**src/shared/lvr_pkg.sv**
```systemverilog
// package: frame layout, register map and reset values for the led voltage read-back bank
package lvr_pkg;
  // command frame layout
  localparam int unsigned FRAME_W      = 16;
  localparam int unsigned CMD_BIT      = 15;
  localparam int unsigned ADDR_LSB     = 10;
  localparam int unsigned ADDR_W       = 5;
  localparam int unsigned PAR_BIT      = 9;
  localparam int unsigned DATA_W       = 9;
  localparam int unsigned SAMPLE_W     = 8;
  localparam int unsigned LEVEL_BIT    = 8;
  // register offsets, in frame address units
  localparam logic [4:0]  ADDR_LAST    = 5'h10;
  localparam logic [4:0]  ADDR_CH1_LAT = 5'h0A;
  localparam logic [4:0]  ADDR_CH1_ON  = 5'h0B;
  localparam logic [4:0]  ADDR_CH1_OFF = 5'h0C;
  localparam logic [4:0]  ADDR_CH2_LAT = 5'h0D;
  localparam logic [4:0]  ADDR_CH2_ON  = 5'h0E;
  localparam logic [4:0]  ADDR_CH2_OFF = 5'h0F;
  localparam logic [4:0]  ADDR_RST_KEY = 5'h10;
  // key value and reset values
  localparam logic [8:0]  RESET_KEY    = 9'h0C3;
  localparam logic [8:0]  SAMPLE_RST   = 9'h000;
  // host apb register offsets (byte addresses)
  localparam logic [7:0]  HOST_CTRL    = 8'h00;
  localparam logic [7:0]  HOST_STAT    = 8'h04;
  localparam logic [7:0]  HOST_RDATA   = 8'h08;

  // odd parity bit for the 15 frame bits other than bit 9
  function automatic logic lvr_parity(input logic [15:0] f);
    logic [15:0] m;
    m = f;
    m[PAR_BIT] = 1'b0;
    lvr_parity = ~(^m);
  endfunction : lvr_parity
endpackage : lvr_pkg

```
**src/shared/lvr_link_if.sv**
```systemverilog
// interface: word-level command frame link between host and device
`timescale 1ns/1ps
interface lvr_link_if;
  logic        req;   // host presents a frame, one cycle pulse
  logic [15:0] frame; // command frame, valid with req
  logic        rsp;   // device answers, one cycle pulse
  logic [15:0] rdata; // response word, valid with rsp

  modport device (input req, input frame, output rsp, output rdata);
  modport host   (output req, output frame, input rsp, input rdata);
endinterface : lvr_link_if

```
**src/verilog/lvr_device.sv**
```systemverilog
// device end: led voltage sample registers, soft reset key and frame decode
// Functional notes
// - per channel keep sample before dim rise
// - sample scale is 0.26 volt per lsb
// - ch2 latest: code bits 7-0, dim bit 8
// - ch2 captures sample before dim falling edge
// - ch2 captures sample before dim rising edge
// - writing 0x0C3 to key restores defaults; code clears the on and off samples only, latest samples are kept
// - key register reads back as zero
// - frame bit 15 one means write
// - address sits in frame bits 14 to 10
// - write data in bits 8-0, reads zero
// - bit 9 makes frame ones count odd
// - decode addresses 0x0A through 0x10
// - latest updates on every conversion, unsynchronised
//
// Decided for this implementation: register access over APB.
`timescale 1ns/1ps
module lvr_device
  import lvr_pkg::*;
(
  // clock and reset
  input  wire logic        pclk,
  input  wire logic        presetn,
  // frame link
  lvr_link_if.device       link,
  // converter side
  input  wire logic        conv_done,
  input  wire logic [7:0]  conv_code,
  input  wire logic        conv_start,
  input  wire logic        ch1_dim_input,
  input  wire logic        ch2_dim_input,
  input  wire logic        conv_ch,
  // status
  output logic             parity_err,
  output logic             soft_reset
);
  // all device state
  typedef struct packed {
    logic [1:0] dim_q;     // previous dim levels, for edge detection
    logic [1:0] lvl_st;    // dim level at conversion start per channel
    logic [8:0] ch1_lat;   // ch1 latest code plus level
    logic [7:0] ch1_on;    // ch1 sample before falling edge
    logic [7:0] ch1_off;   // ch1 sample before rising edge
    logic [8:0] ch2_lat;   // ch2 latest code plus level
    logic [7:0] ch2_on;    // ch2 sample before falling edge
    logic [7:0] ch2_off;   // ch2 sample before rising edge
    logic       rsp;       // answer pulse
    logic [15:0] rdata;    // answer word
    logic       perr;      // last frame had bad parity
    logic       srst;      // soft reset pulse
  } lvr_dev_s;

  lvr_dev_s st_r;          // registered state
  lvr_dev_s st_nxt;        // next state

  logic       wr;          // decoded write flag
  logic [4:0] addr;        // decoded address
  logic [8:0] wdat;        // decoded write data
  logic [8:0] rd_val;      // register read value
  logic       par_ok;      // frame parity good

  // frame field decode
  always_comb
  begin
    wr     = link.frame[CMD_BIT];
    addr   = link.frame[ADDR_LSB +: ADDR_W];
    wdat   = link.frame[DATA_W-1:0];
    par_ok = ^link.frame;
  end

  // read mux; codes are raw adc counts at 0.26 volt per lsb
  always_comb
  begin
    rd_val = '0;
    unique case (addr)
      ADDR_CH1_LAT: rd_val = st_r.ch1_lat;
      ADDR_CH1_ON:  rd_val = {1'b0, st_r.ch1_on};
      ADDR_CH1_OFF: rd_val = {1'b0, st_r.ch1_off};
      ADDR_CH2_LAT: rd_val = st_r.ch2_lat;
      ADDR_CH2_ON:  rd_val = {1'b0, st_r.ch2_on};
      ADDR_CH2_OFF: rd_val = {1'b0, st_r.ch2_off};
      ADDR_RST_KEY: rd_val = '0;
      // other converter registers live elsewhere and read zero here
      default:      rd_val = '0;
    endcase
  end

  // next state
  always_comb
  begin
    st_nxt      = st_r;
    st_nxt.rsp  = 1'b0;
    st_nxt.srst = 1'b0;
    st_nxt.dim_q = {ch2_dim_input, ch1_dim_input};
    // remember dim level when each conversion starts
    if (conv_start)
    begin
      st_nxt.lvl_st[conv_ch] = conv_ch ? ch2_dim_input : ch1_dim_input;
    end
    if (conv_done)
    begin
      if (conv_ch)
      begin
        st_nxt.ch2_lat = {st_r.lvl_st[1], conv_code};
      end
      else
      begin
        st_nxt.ch1_lat = {st_r.lvl_st[0], conv_code};
      end
    end
    if (ch1_dim_input && !st_r.dim_q[0])
    begin
      st_nxt.ch1_off = st_r.ch1_lat[7:0];
    end
    // falling edge of ch1 keeps the on sample
    if (!ch1_dim_input && st_r.dim_q[0])
    begin
      st_nxt.ch1_on = st_r.ch1_lat[7:0];
    end
    if (ch2_dim_input && !st_r.dim_q[1])
    begin
      st_nxt.ch2_off = st_r.ch2_lat[7:0];
    end
    if (!ch2_dim_input && st_r.dim_q[1])
    begin
      st_nxt.ch2_on = st_r.ch2_lat[7:0];
    end
    // frame handling; a frame with bad parity is answered but not acted on
    if (link.req)
    begin
      st_nxt.rsp   = 1'b1;
      st_nxt.perr  = !par_ok;
      st_nxt.rdata = '0;
      if (par_ok && !wr)
      begin
        st_nxt.rdata[DATA_W-1:0] = rd_val;
        st_nxt.rdata[ADDR_LSB +: ADDR_W] = addr;
      end
      if (par_ok && wr && addr == ADDR_RST_KEY && wdat == RESET_KEY)
      begin
        st_nxt.srst = 1'b1;
        st_nxt.ch1_on  = SAMPLE_RST[7:0];
        st_nxt.ch1_off = SAMPLE_RST[7:0];
        st_nxt.ch2_on  = SAMPLE_RST[7:0];
        st_nxt.ch2_off = SAMPLE_RST[7:0];
      end
    end
  end

  // state register
  always_ff @(posedge pclk or negedge presetn)
  begin
    if (!presetn)
    begin
      st_r <= '0;
    end
    else
    begin
      st_r <= st_nxt;
    end
  end

  // outputs
  assign link.rsp   = st_r.rsp;
  assign link.rdata = st_r.rdata;
  assign parity_err = st_r.perr;
  assign soft_reset = st_r.srst;
endmodule : lvr_device

```
**src/flat_wrapper.sv**
```systemverilog
// flat-port wrapper written by rule: the top's interface ports become plain ports
module lvr_device_flat import lvr_pkg::*;
  (pclk, presetn, conv_done, conv_code, conv_start, ch1_dim_input, ch2_dim_input, conv_ch, parity_err, soft_reset, link_req, link_frame, link_rsp, link_rdata);
  lvr_link_if link_i ();
  input  wire logic pclk;
  input  wire logic presetn;
  input  wire logic conv_done;
  input  wire logic [7:0] conv_code;
  input  wire logic conv_start;
  input  wire logic ch1_dim_input;
  input  wire logic ch2_dim_input;
  input  wire logic conv_ch;
  output logic parity_err;
  output logic soft_reset;
  input wire logic [$bits(link_i.req)-1:0] link_req;
  input wire logic [$bits(link_i.frame)-1:0] link_frame;
  output wire logic [$bits(link_i.rsp)-1:0] link_rsp;
  output wire logic [$bits(link_i.rdata)-1:0] link_rdata;
  assign link_i.req = link_req;
  assign link_i.frame = link_frame;
  assign link_rsp = link_i.rsp;
  assign link_rdata = link_i.rdata;
  lvr_device u_core (.pclk(pclk), .presetn(presetn), .link(link_i), .conv_done(conv_done), .conv_code(conv_code), .conv_start(conv_start), .ch1_dim_input(ch1_dim_input), .ch2_dim_input(ch2_dim_input), .conv_ch(conv_ch), .parity_err(parity_err), .soft_reset(soft_reset));
endmodule
```
**config.mk**
```make
export PLATFORM = sky130hd
export DESIGN_NAME = lvr_device_flat
export DESIGN_NICKNAME = d
export VERILOG_FILES = /design/src/shared/lvr_pkg.sv /design/src/shared/lvr_link_if.sv /design/src/verilog/lvr_device.sv /design/src/flat_wrapper.sv
export SDC_FILE = /design/constraint.sdc
export NUM_CORES = 1
export LEC_CHECK = 0
export BUFFER_PORTS_ARGS = -buffer_cell sky130_fd_sc_hd__clkbuf_2
export CAP_MARGIN = 20
export CORE_MARGIN = 3
export CORE_UTILIZATION = 50
export CTS_CLUSTER_DIAMETER = 150
export DETAILED_ROUTE_END_ITERATION = 8
export GPL_ROUTABILITY_DRIVEN = 0
export GPL_TIMING_DRIVEN = 0
export HOLD_SLACK_MARGIN = 0.03
export PLACE_DENSITY = 0.78
export SYNTH_ARGS = -nofsm -noshare
export SYNTH_HDL_FRONTEND = slang
export SYNTH_SLANG_ARGS = --single-unit
```
**constraint.sdc**
```tcl
create_clock -name pclk -period 3.89 [get_ports pclk]
set_input_delay 0.389 -clock pclk [delete_from_list [all_inputs] [get_ports pclk]]
set_output_delay 0.389 -clock pclk [all_outputs]
set_load 0.01 [all_outputs]
```
Yosys cells after proc, flatten, opt, wreduce, memory -nomap -nowiden
Cells that the tools add are included.
W data, S select, Z words.
{"block": "word_totals", "reg_bits": 71, "latchBits": 0, "mem_bits_rw": 0, "mem_bits_ro": 0, "input_bits": 32, "output_inout_bits": 19, "elab_cells": 57, "mem_count": 0}
{"block": "op_classes", "n_addsub": 0, "multipliers": 0, "div": 0, "magnitude_cmp": 2, "n_eq_ne": 8, "shifts": 0, "n_mux": 16, "bitwise_logic": 1, "n_reduce_logical": 18}
{"operator": "$pmux W9 S6", "n": 1}
{"operator": "$mux W16", "n": 3}
{"operator": "$mux W35", "n": 1}
{"operator": "$mux W8", "n": 4}
{"operator": "$eq A5 B4 Y1 const B", "n": 6}
{"operator": "$reduce_xor A16 Y1", "n": 1}
{"operator": "$eq A9 B8 Y1 const B", "n": 1}
{"operator": "$logic_and A1 B1 Y1", "n": 9}
{"operator": "$mux W9", "n": 1}
{"operator": "$logic_not A1 Y1", "n": 6}
{"operator": "$eq A5 B5 Y1 const B", "n": 1}
{"operator": "$mux W5", "n": 1}
{"operator": "$reduce_and A2 Y1", "n": 2}
{"operator": "$mux W1", "n": 3}
{"operator": "$bwmux W2", "n": 1}
{"operator": "$lt A1 B2 Y1 const B", "n": 1}
{"operator": "$demux W1 S1", "n": 1}
{"operator": "$ge A1 B1 Y1 const B", "n": 1}
{"operator": "$not A1 Y1", "n": 1}

Logic depth before layout (Yosys ltp)
Gate-level depths: netlist of the first run.
{"block": "logic_depth", "word_depth": 6, "depth_mapped": 7, "ltp_nobuf": 6}

Worst setup path before layout of the first run
No wires, ideal clock.
{"block": "synth_timing", "path_type": "input to register", "start": "input port link_frame[12]", "end": "register u_core.st_r, in the netlist u_core.link.rdata[7]", "setup_time_ns": 0.096, "arrival_ns": 1.939, "t_required_ns": 3.794, "slack_ns": 1.855, "cell_stages": 7, "n_path_buf": 1, "cell_sequence": "inv_1 -> ha_1 -> xnor2_2 -> xnor3_2 -> xor2_2 -> buf_6 -> o32ai_4"}
{"block": "synth_via", "elab_chain_cells": 3, "word_cells_on_any_way": 10, "classes_between": "6 x eq/ne; 2 x mux; 2 x reduce/logical"}
{"item": "from (decl)", "line": "flat_wrapper.sv:16", "text": "input wire logic [$bits(link_i.frame)-1:0] link_frame;"}
{"item": "$eq A5 B4 Y1 or $reduce_xor A16 Y1 (tied branches)", "line": "lvr_device.sv:76, lvr_device.sv:69"}
{"item": "$pmux W9 S6 or $logic_and A1 B1 Y1 (tied branches)", "line": "lvr_device.sv:76, lvr_device.sv:135"}
{"item": "$mux W9 (*)", "line": "lvr_device.sv:135", "text": "if (par_ok && !wr)"}
{"item": "to (signal assigned)", "line": "lvr_device.sv:160", "text": "st_r <= st_nxt;"}
{"item": "to (decl)", "line": "lvr_device.sv:54", "text": "lvr_dev_s st_r;"}
Every way passes the cells marked *; elsewhere a longest branch is shown, timed or not.
A chain may end at the register's enable or synchronous reset.

==> results of run 1 <==
==> flip-flops by register name (all words and copies together), names as in the netlist <==
| register | flops |
|---|---|
| u_core.st_r | 54 |
| u_core.link.rsp | 1 |
| u_core.link.rdata | 14 |
| u_core.parity_err | 1 |
| u_core.soft_reset | 1 |
==> cell usage in the layout (no fill, tap or decap), types with 2 or more instances in the layout <==
master | Yosys | layout
a21oi_1 | 33 | 33
a221oi_1 | 2 | 2
a222oi_1 | 3 | 3
a22o_1 | 8 | 8
a22oi_1 | 15 | 15
buf_1 | 4 | 4
buf_2 | 3 | 3
buf_4 | 16 | 16
buf_6 | 2 | 2
bufinv_16 | 0 | 2
clkbuf_1 | 12 | 12
clkbuf_2 | 0 | 46
clkbuf_8 | 0 | 10
clkinv_4 | 0 | 3
conb_1 | 1 | 2
dfrtp_1 | 71 | 71
ha_1 | 11 | 11
inv_1 | 23 | 23
mux2_2 | 21 | 21
mux2i_1 | 32 | 32
nand2_1 | 16 | 16
nand2b_1 | 3 | 3
nor2_1 | 3 | 3
nor2b_1 | 6 | 6
o32ai_1 | 4 | 4
o32ai_2 | 9 | 9
xnor2_1 | 4 | 4
xnor2_2 | 3 | 3
==> logic make-up (layout without fill, tap and decap cells) <==
family	after synthesis	in the layout
AO/OA/AOI/OAI	77	77
flip-flops	71	71
buffers and inverters	60	125
multiplexers	53	53
AND/OR/NAND/NOR	33	33
adder cells (fa/ha/maj)	11	11
XOR/XNOR	9	9
other	1	2
==> final timing paths <==
check	startpoint	slack [ns]	endpoint
min reg2reg	u_core.st_r[70]	0.50	u_core.st_r[70]
max	link_frame[11]	1.53	u_core.st_r[48]
max in group asynchronous	presetn	2.83	u_core.st_r[41]
min	ch1_dim_input	0.19	u_core.st_r[71]
max reg2reg	u_core.st_r[72]	2.37	u_core.st_r[19]
min in group asynchronous	presetn	0.51	u_core.link.rdata[13]
==> metrics by stage <==
stage                     cell area (um^2)  total power [mW]  hold WS, ns
after floorplan                       3690              1.40       0.0934
after global placement                4050              1.57        0.484
after detailed placement              4080              1.59        0.347
after CTS                             4320              2.26        0.179
after global routing                  4320              2.37        0.186
final                                 4320              2.26        0.186
==> area by class of cell <==
class	instances	share of cell area, %
Inverter	23	2.00
Clock buffer	10	3.19
Clock inverter	6	2.17
Buffer	37	5.04
Timing Repair Buffer	49	6.37
Multi-Input combinational cell	185	37.3
Sequential cell	71	41.1
Tap cell	96	2.78
==> power by group through the flow <==
stage | Sequential (mW) | Clock [mW] | Combinational [mW]
2_1_floorplan | 0.952 | 0 | 0.451
3_3_place_gp | 0.971 | 0 | 0.599
3_5_place_dp | 0.976 | 0 | 0.614
4_1_cts | 0.964 | 0.684 | 0.617
5_1_grt | 0.983 | 0.716 | 0.672
6_report | 0.968 | 0.676 | 0.619
==> timing repair <==
action                                 CTS  global route
gates resized for setup                  0             0
hold buffers                             1             0
endpoints found under the hold margin   22             0
==> layer usage <==
layer,share of wire [%],track usage [%]
met3,5.2,4.84
met5,0,0
met4,1.7,7.67
met2,46,30.4
met1,47,28.5
==> flow_summary.ini, run 1 <==
[worst_setup_path]
cp.arrival_ns = 2.58
cp.depth = 8
rr_worst_depth = 4
max_stage_delay_ns = 0.63
startpoint_type = input port
cp_cell_sequence = clkbuf_2 -> inv_1 -> ha_1 -> clkbuf_1 -> nand2_1 -> nor3_1 -> clkbuf_1 -> a21oi_1
cp_slowest_cell = nor3_1
path_delay_family = buffers and inverters
critPathCaptureType = flip-flop
cp.required_ns = 4.11
worstPathMaxFanout = 10
cp_num_buf_inv = 4
timing_worst_setup_path_type = in -> reg
cpMostUsedCell = clkbuf_1

[clock_network]
clock_latency_ns = 0.36
path_clk_slew_ns = 0.08
cts.sinks = 71
cts_buffer_depth = 2
ctsHtreeMaxLevel = 3
cts_made_buffers = 9
cts_tree = done
post_cts_buffers = 0
cts_root_buf = clkbuf_8

[logic_synthesis]
synth_fa_ha_area_share_pct = 3.73
avgSynthCellArea_um2 = 11.7
synth_edf_count = 0
synth-compound-area-share_pct = 16.9
synth_most_common_cell = dfrtp_1
yosysTopAreaCell = dfrtp_1
synth_xor_area_share_pct = 3.36
synthTopCellsByArea = dfrtp_1, mux2i_1, mux2_2
ys_types = 34
yosysSeqAreaShare_pct = 48.2
yosys.area_share.simple_pct = 4.41
synthMuxAreaShare_pct = 15.1
synth_common_cells = dfrtp_1, a21oi_1, mux2i_1
ys_warn_count = 0
synth_top_family_by_area = compound AO/OA/AOI/OAI gates
synth_top_area_share_pct = 48.2
syn_area_um2 = 3690
synthFlopType = dfrtp_1
syn_inst = 315
postSynth.asyncResetShare_pct = 100
ys_seq_elements = 71

[power]
powerDensity_nw_per_um2 = 524
internal_power_mw = 1.52
power_leakage_nw = 1.96
ir_worst_vdd_v = 0.000285
total_switching_power_mw = 0.741
seq_power_share_pct = 42.8
p_sw_share_pct = 32.7
power_frac_comb_pct = 27.3
pwr-share-clk_pct = 29.9

[route]
wirelength_um = 7980
antenna_left = 0
drt-wirelength-per-cell_um = 16.7
drtIter0Drc = 192
drtPass1Iterations = 5
route.detailed.drc = 0
vias = 2653
viasPerCell = 5.56

[floorplanning]
die_h_um = 91.9
initial_utilization_pct = 52.8
core_um2 = 6980
ios = 51
die_w_um = 91.9
rows = 30
die_area_um2 = 8440

[global_routing]
grt_pass1_vias = 2599
grt_start_max_net_pins = 50
overflow = 0
grt_pass1_wl_um = 13300
antenna_found_initial = 0
grtUsageTotal_pct = 20.2

[placed_design]
dp_hpwl_um = 5570
place_inst = 460
pre_cts_ws_ns = 1.29
numPortBuffers = 47

[cells_and_area]
finalCoreUtilization_pct = 61.9
antenna_cells = 0
multi_input_area_um2 = 1610
n_fill_cell = 587
layout-drive-gt1-share_pct = 31.8
area_growth_pct = 17.1
finalNetCount = 419
finalNonFillerCells = 477
regArea_um2 = 1780

[sta]
fin_ws_ns = 1.53
finalHoldViolations = 0
tightest_slew_ns = 0.717
post-route-period-util_pct = 60.6
period_needed_ns = 2.36
setup_violations = 0
max_slew_margin_pct = 51.8
max_freq_ghz = 0.424
final.setup.tns_ns = 0
final_max_slew_viol_count = 0
rsz0062_at_grt = no
finClkSkew_ns = 0.0121

[run_status]
outcome = completed

[worst_hold_path]
whs_path_depth = 1
hold_class = in -> reg

[run]
maxCapViolCount = 0
(Power assumes the default switching activity.)
==> run 2: changes to the inputs <==
- PLACE_DENSITY: 0.78 -> 0.81
- clock period: 3.89 -> 2.1 ns (I/O delays scaled with it)
==> run 2 against run 1 <==
  * Die area unchanged
  * Final cell count up 0.42%
  * Sequential share of layout area up 0.29 points
  * Register-to-register slack worse by 1.7 ns
  * Sequential cell count unchanged
  * Wire length about the same
  * Worst hold slack worse by 0.11 ns
  * Combinational power up 84%
  * Clock power up 46%
  * Core utilization down 0.43 points
  * Count of clock-buffer cells in the layout up 3
  * Design area down 0.70%
==> flow_summary.ini, run 2 (same netlist as run 1, synthesis figures left out) <==
[power]
totalPowerFinal_mw = 3.92
power_leakage_nw = 1.95
powerDensity_nw_per_um2 = 915
ir_worst_vdd_v = 0.000528

[worst_hold_path]
hold_class = in -> reg
whs_path_depth = 1
worstHoldEndpoint = u_core.link.rsp
worstHoldStart = link_req

[clock_network]
cts_root_buf = clkbuf_8
clock_latency_ns = 0.35
cts_made_buffers = 9
ctsHtreeMaxLevel = 3
cts_tree = done
path_clk_slew_ns = 0.07
cts.sinks = 71
post_cts_buffers = 0
cts_buffer_depth = 2

[sta]
tightest_slew_ns = 0.658
finClkSkew_ns = 0.00794
whs_ns = 0.0780
max_slew_margin_pct = 56.1
finalHoldViolations = 0
post-route-period-util_pct = 91.2
period_needed_ns = 1.91
final.setup.tns_ns = 0
final_max_slew_viol_count = 0
setup_violations = 0
fin_ws_ns = 0.185
max_freq_ghz = 0.522
rsz0062_at_grt = no

[worst_setup_path]
r2r_slack_ns = 0.65
timing_worst_setup_path_type = in -> reg
critPathCaptureType = flip-flop
worstReg2RegEnd = u_core.st_r[47]
rr_worst_depth = 4
cp.required_ns = 2.31
worstPathMaxFanout = 10
r2r_start = u_core.st_r[71]
cp.arrival_ns = 2.13
startpoint_type = input port

[cells_and_area]
largest_register_ffs = 54
stdcell_area_um2 = 4290
finalCoreUtilization_pct = 61.4
finalNetCount = 421
final_common_cell = dfrtp_1
mostFrequentLayoutCells = dfrtp_1, clkbuf_2, a21oi_1
largest-register = u_core.st_r
layout-drive-gt1-share_pct = 31.3
area_growth_pct = 16.3
n_fill_cell = 575
multi_input_area_um2 = 1620
antenna_cells = 0
finalNonFillerCells = 479
regArea_um2 = 1780

[floorplanning]
ios = 51
die_h_um = 91.9
die_area_um2 = 8440
initial_utilization_pct = 52.8
core_um2 = 6980
die_w_um = 91.9
rows = 30

[route]
wirelength_um = 7980
drtIter0Drc = 198
viasPerCell = 5.52
drtPass1Iterations = 5
antenna_left = 0
vias = 2645
route.detailed.drc = 0
drt-wirelength-per-cell_um = 16.7

[global_routing]
grt_pass1_vias = 2663
grt_start_max_net_pins = 48
grtUsageTotal_pct = 19.9
antenna_found_initial = 0
overflow = 0
grt_pass1_wl_um = 13200

[placed_design]
place_inst = 460
dp_hpwl_um = 5700
numPortBuffers = 47
pre_cts_ws_ns = -0.315
postPlaceCellArea_um2 = 4080

[run]
maxCapViolCount = 0

[run_status]
outcome = completed
## run 2: cell count changes in the layout (fill, tap and decap cells not counted), sizes merged
cell,previous run,this run
bufinv,2,0
clkbuf,69,72
clkinv,3,2
dlygate4sd3,1,3
## run 2: metal layers
layer | track usage (%) | share of wire, %
met3 | 5.09 | 6.1
met2 | 31.5 | 49
met4 | 5.07 | 1.1
met1 | 27.6 | 44
met5 | 0 | 0
## run 2: how the worst max path moves through the flow
stage	to	start	cells after the start
4_1_cts	u_core.st_r[44]	link_frame[11]	8
3_5_place_dp	u_core.st_r[44]	link_frame[10]	8
2_1_floorplan	u_core.link.rdata[7]	link_frame[12]	7
3_3_place_gp	u_core.st_r[49]	link_frame[10]	8
6_report	u_core.st_r[44]	link_frame[11]	8
5_1_grt	u_core.st_r[57]	link_frame[11]	8
## run 2: worst max-delay path, cell delays in order
cell and delay, ns:
clkbuf_2 0.12, inv_1 0.09, ha_1 0.15, clkbuf_1 0.40, nand2_1 0.14, nor3_2 0.43, clkbuf_1 0.44, a21oi_1 0.14
## run 2: area by class of cell
type                    count  area share [%]
flip-flops and latches     71            41.4
multi-input cells         185            37.7
repair buffers             51            6.88
plain buffers              37            5.08
clock buffers              13            3.70
well taps                  96            2.80
inverters                  23            2.01
clock inverters             3           0.408
## run 2: what timing repair did
| action | CTS | global route |
|---|---|---|
| gates resized for setup | 0 | 1 |
| setup endpoints to repair | 0 | 30 |
| hold buffers | 3 | 0 |
| endpoints found under the hold margin | 26 | 0 |
## run 2: where the power goes
group,switching [mW],leakage [nW],internal [mW],total [mW]
clock,0.497,0.0894,0.490,0.988
sequential,0.179,0.866,1.62,1.80
combinational,0.642,0.991,0.495,1.14
total,1.32,1.95,2.61,3.92
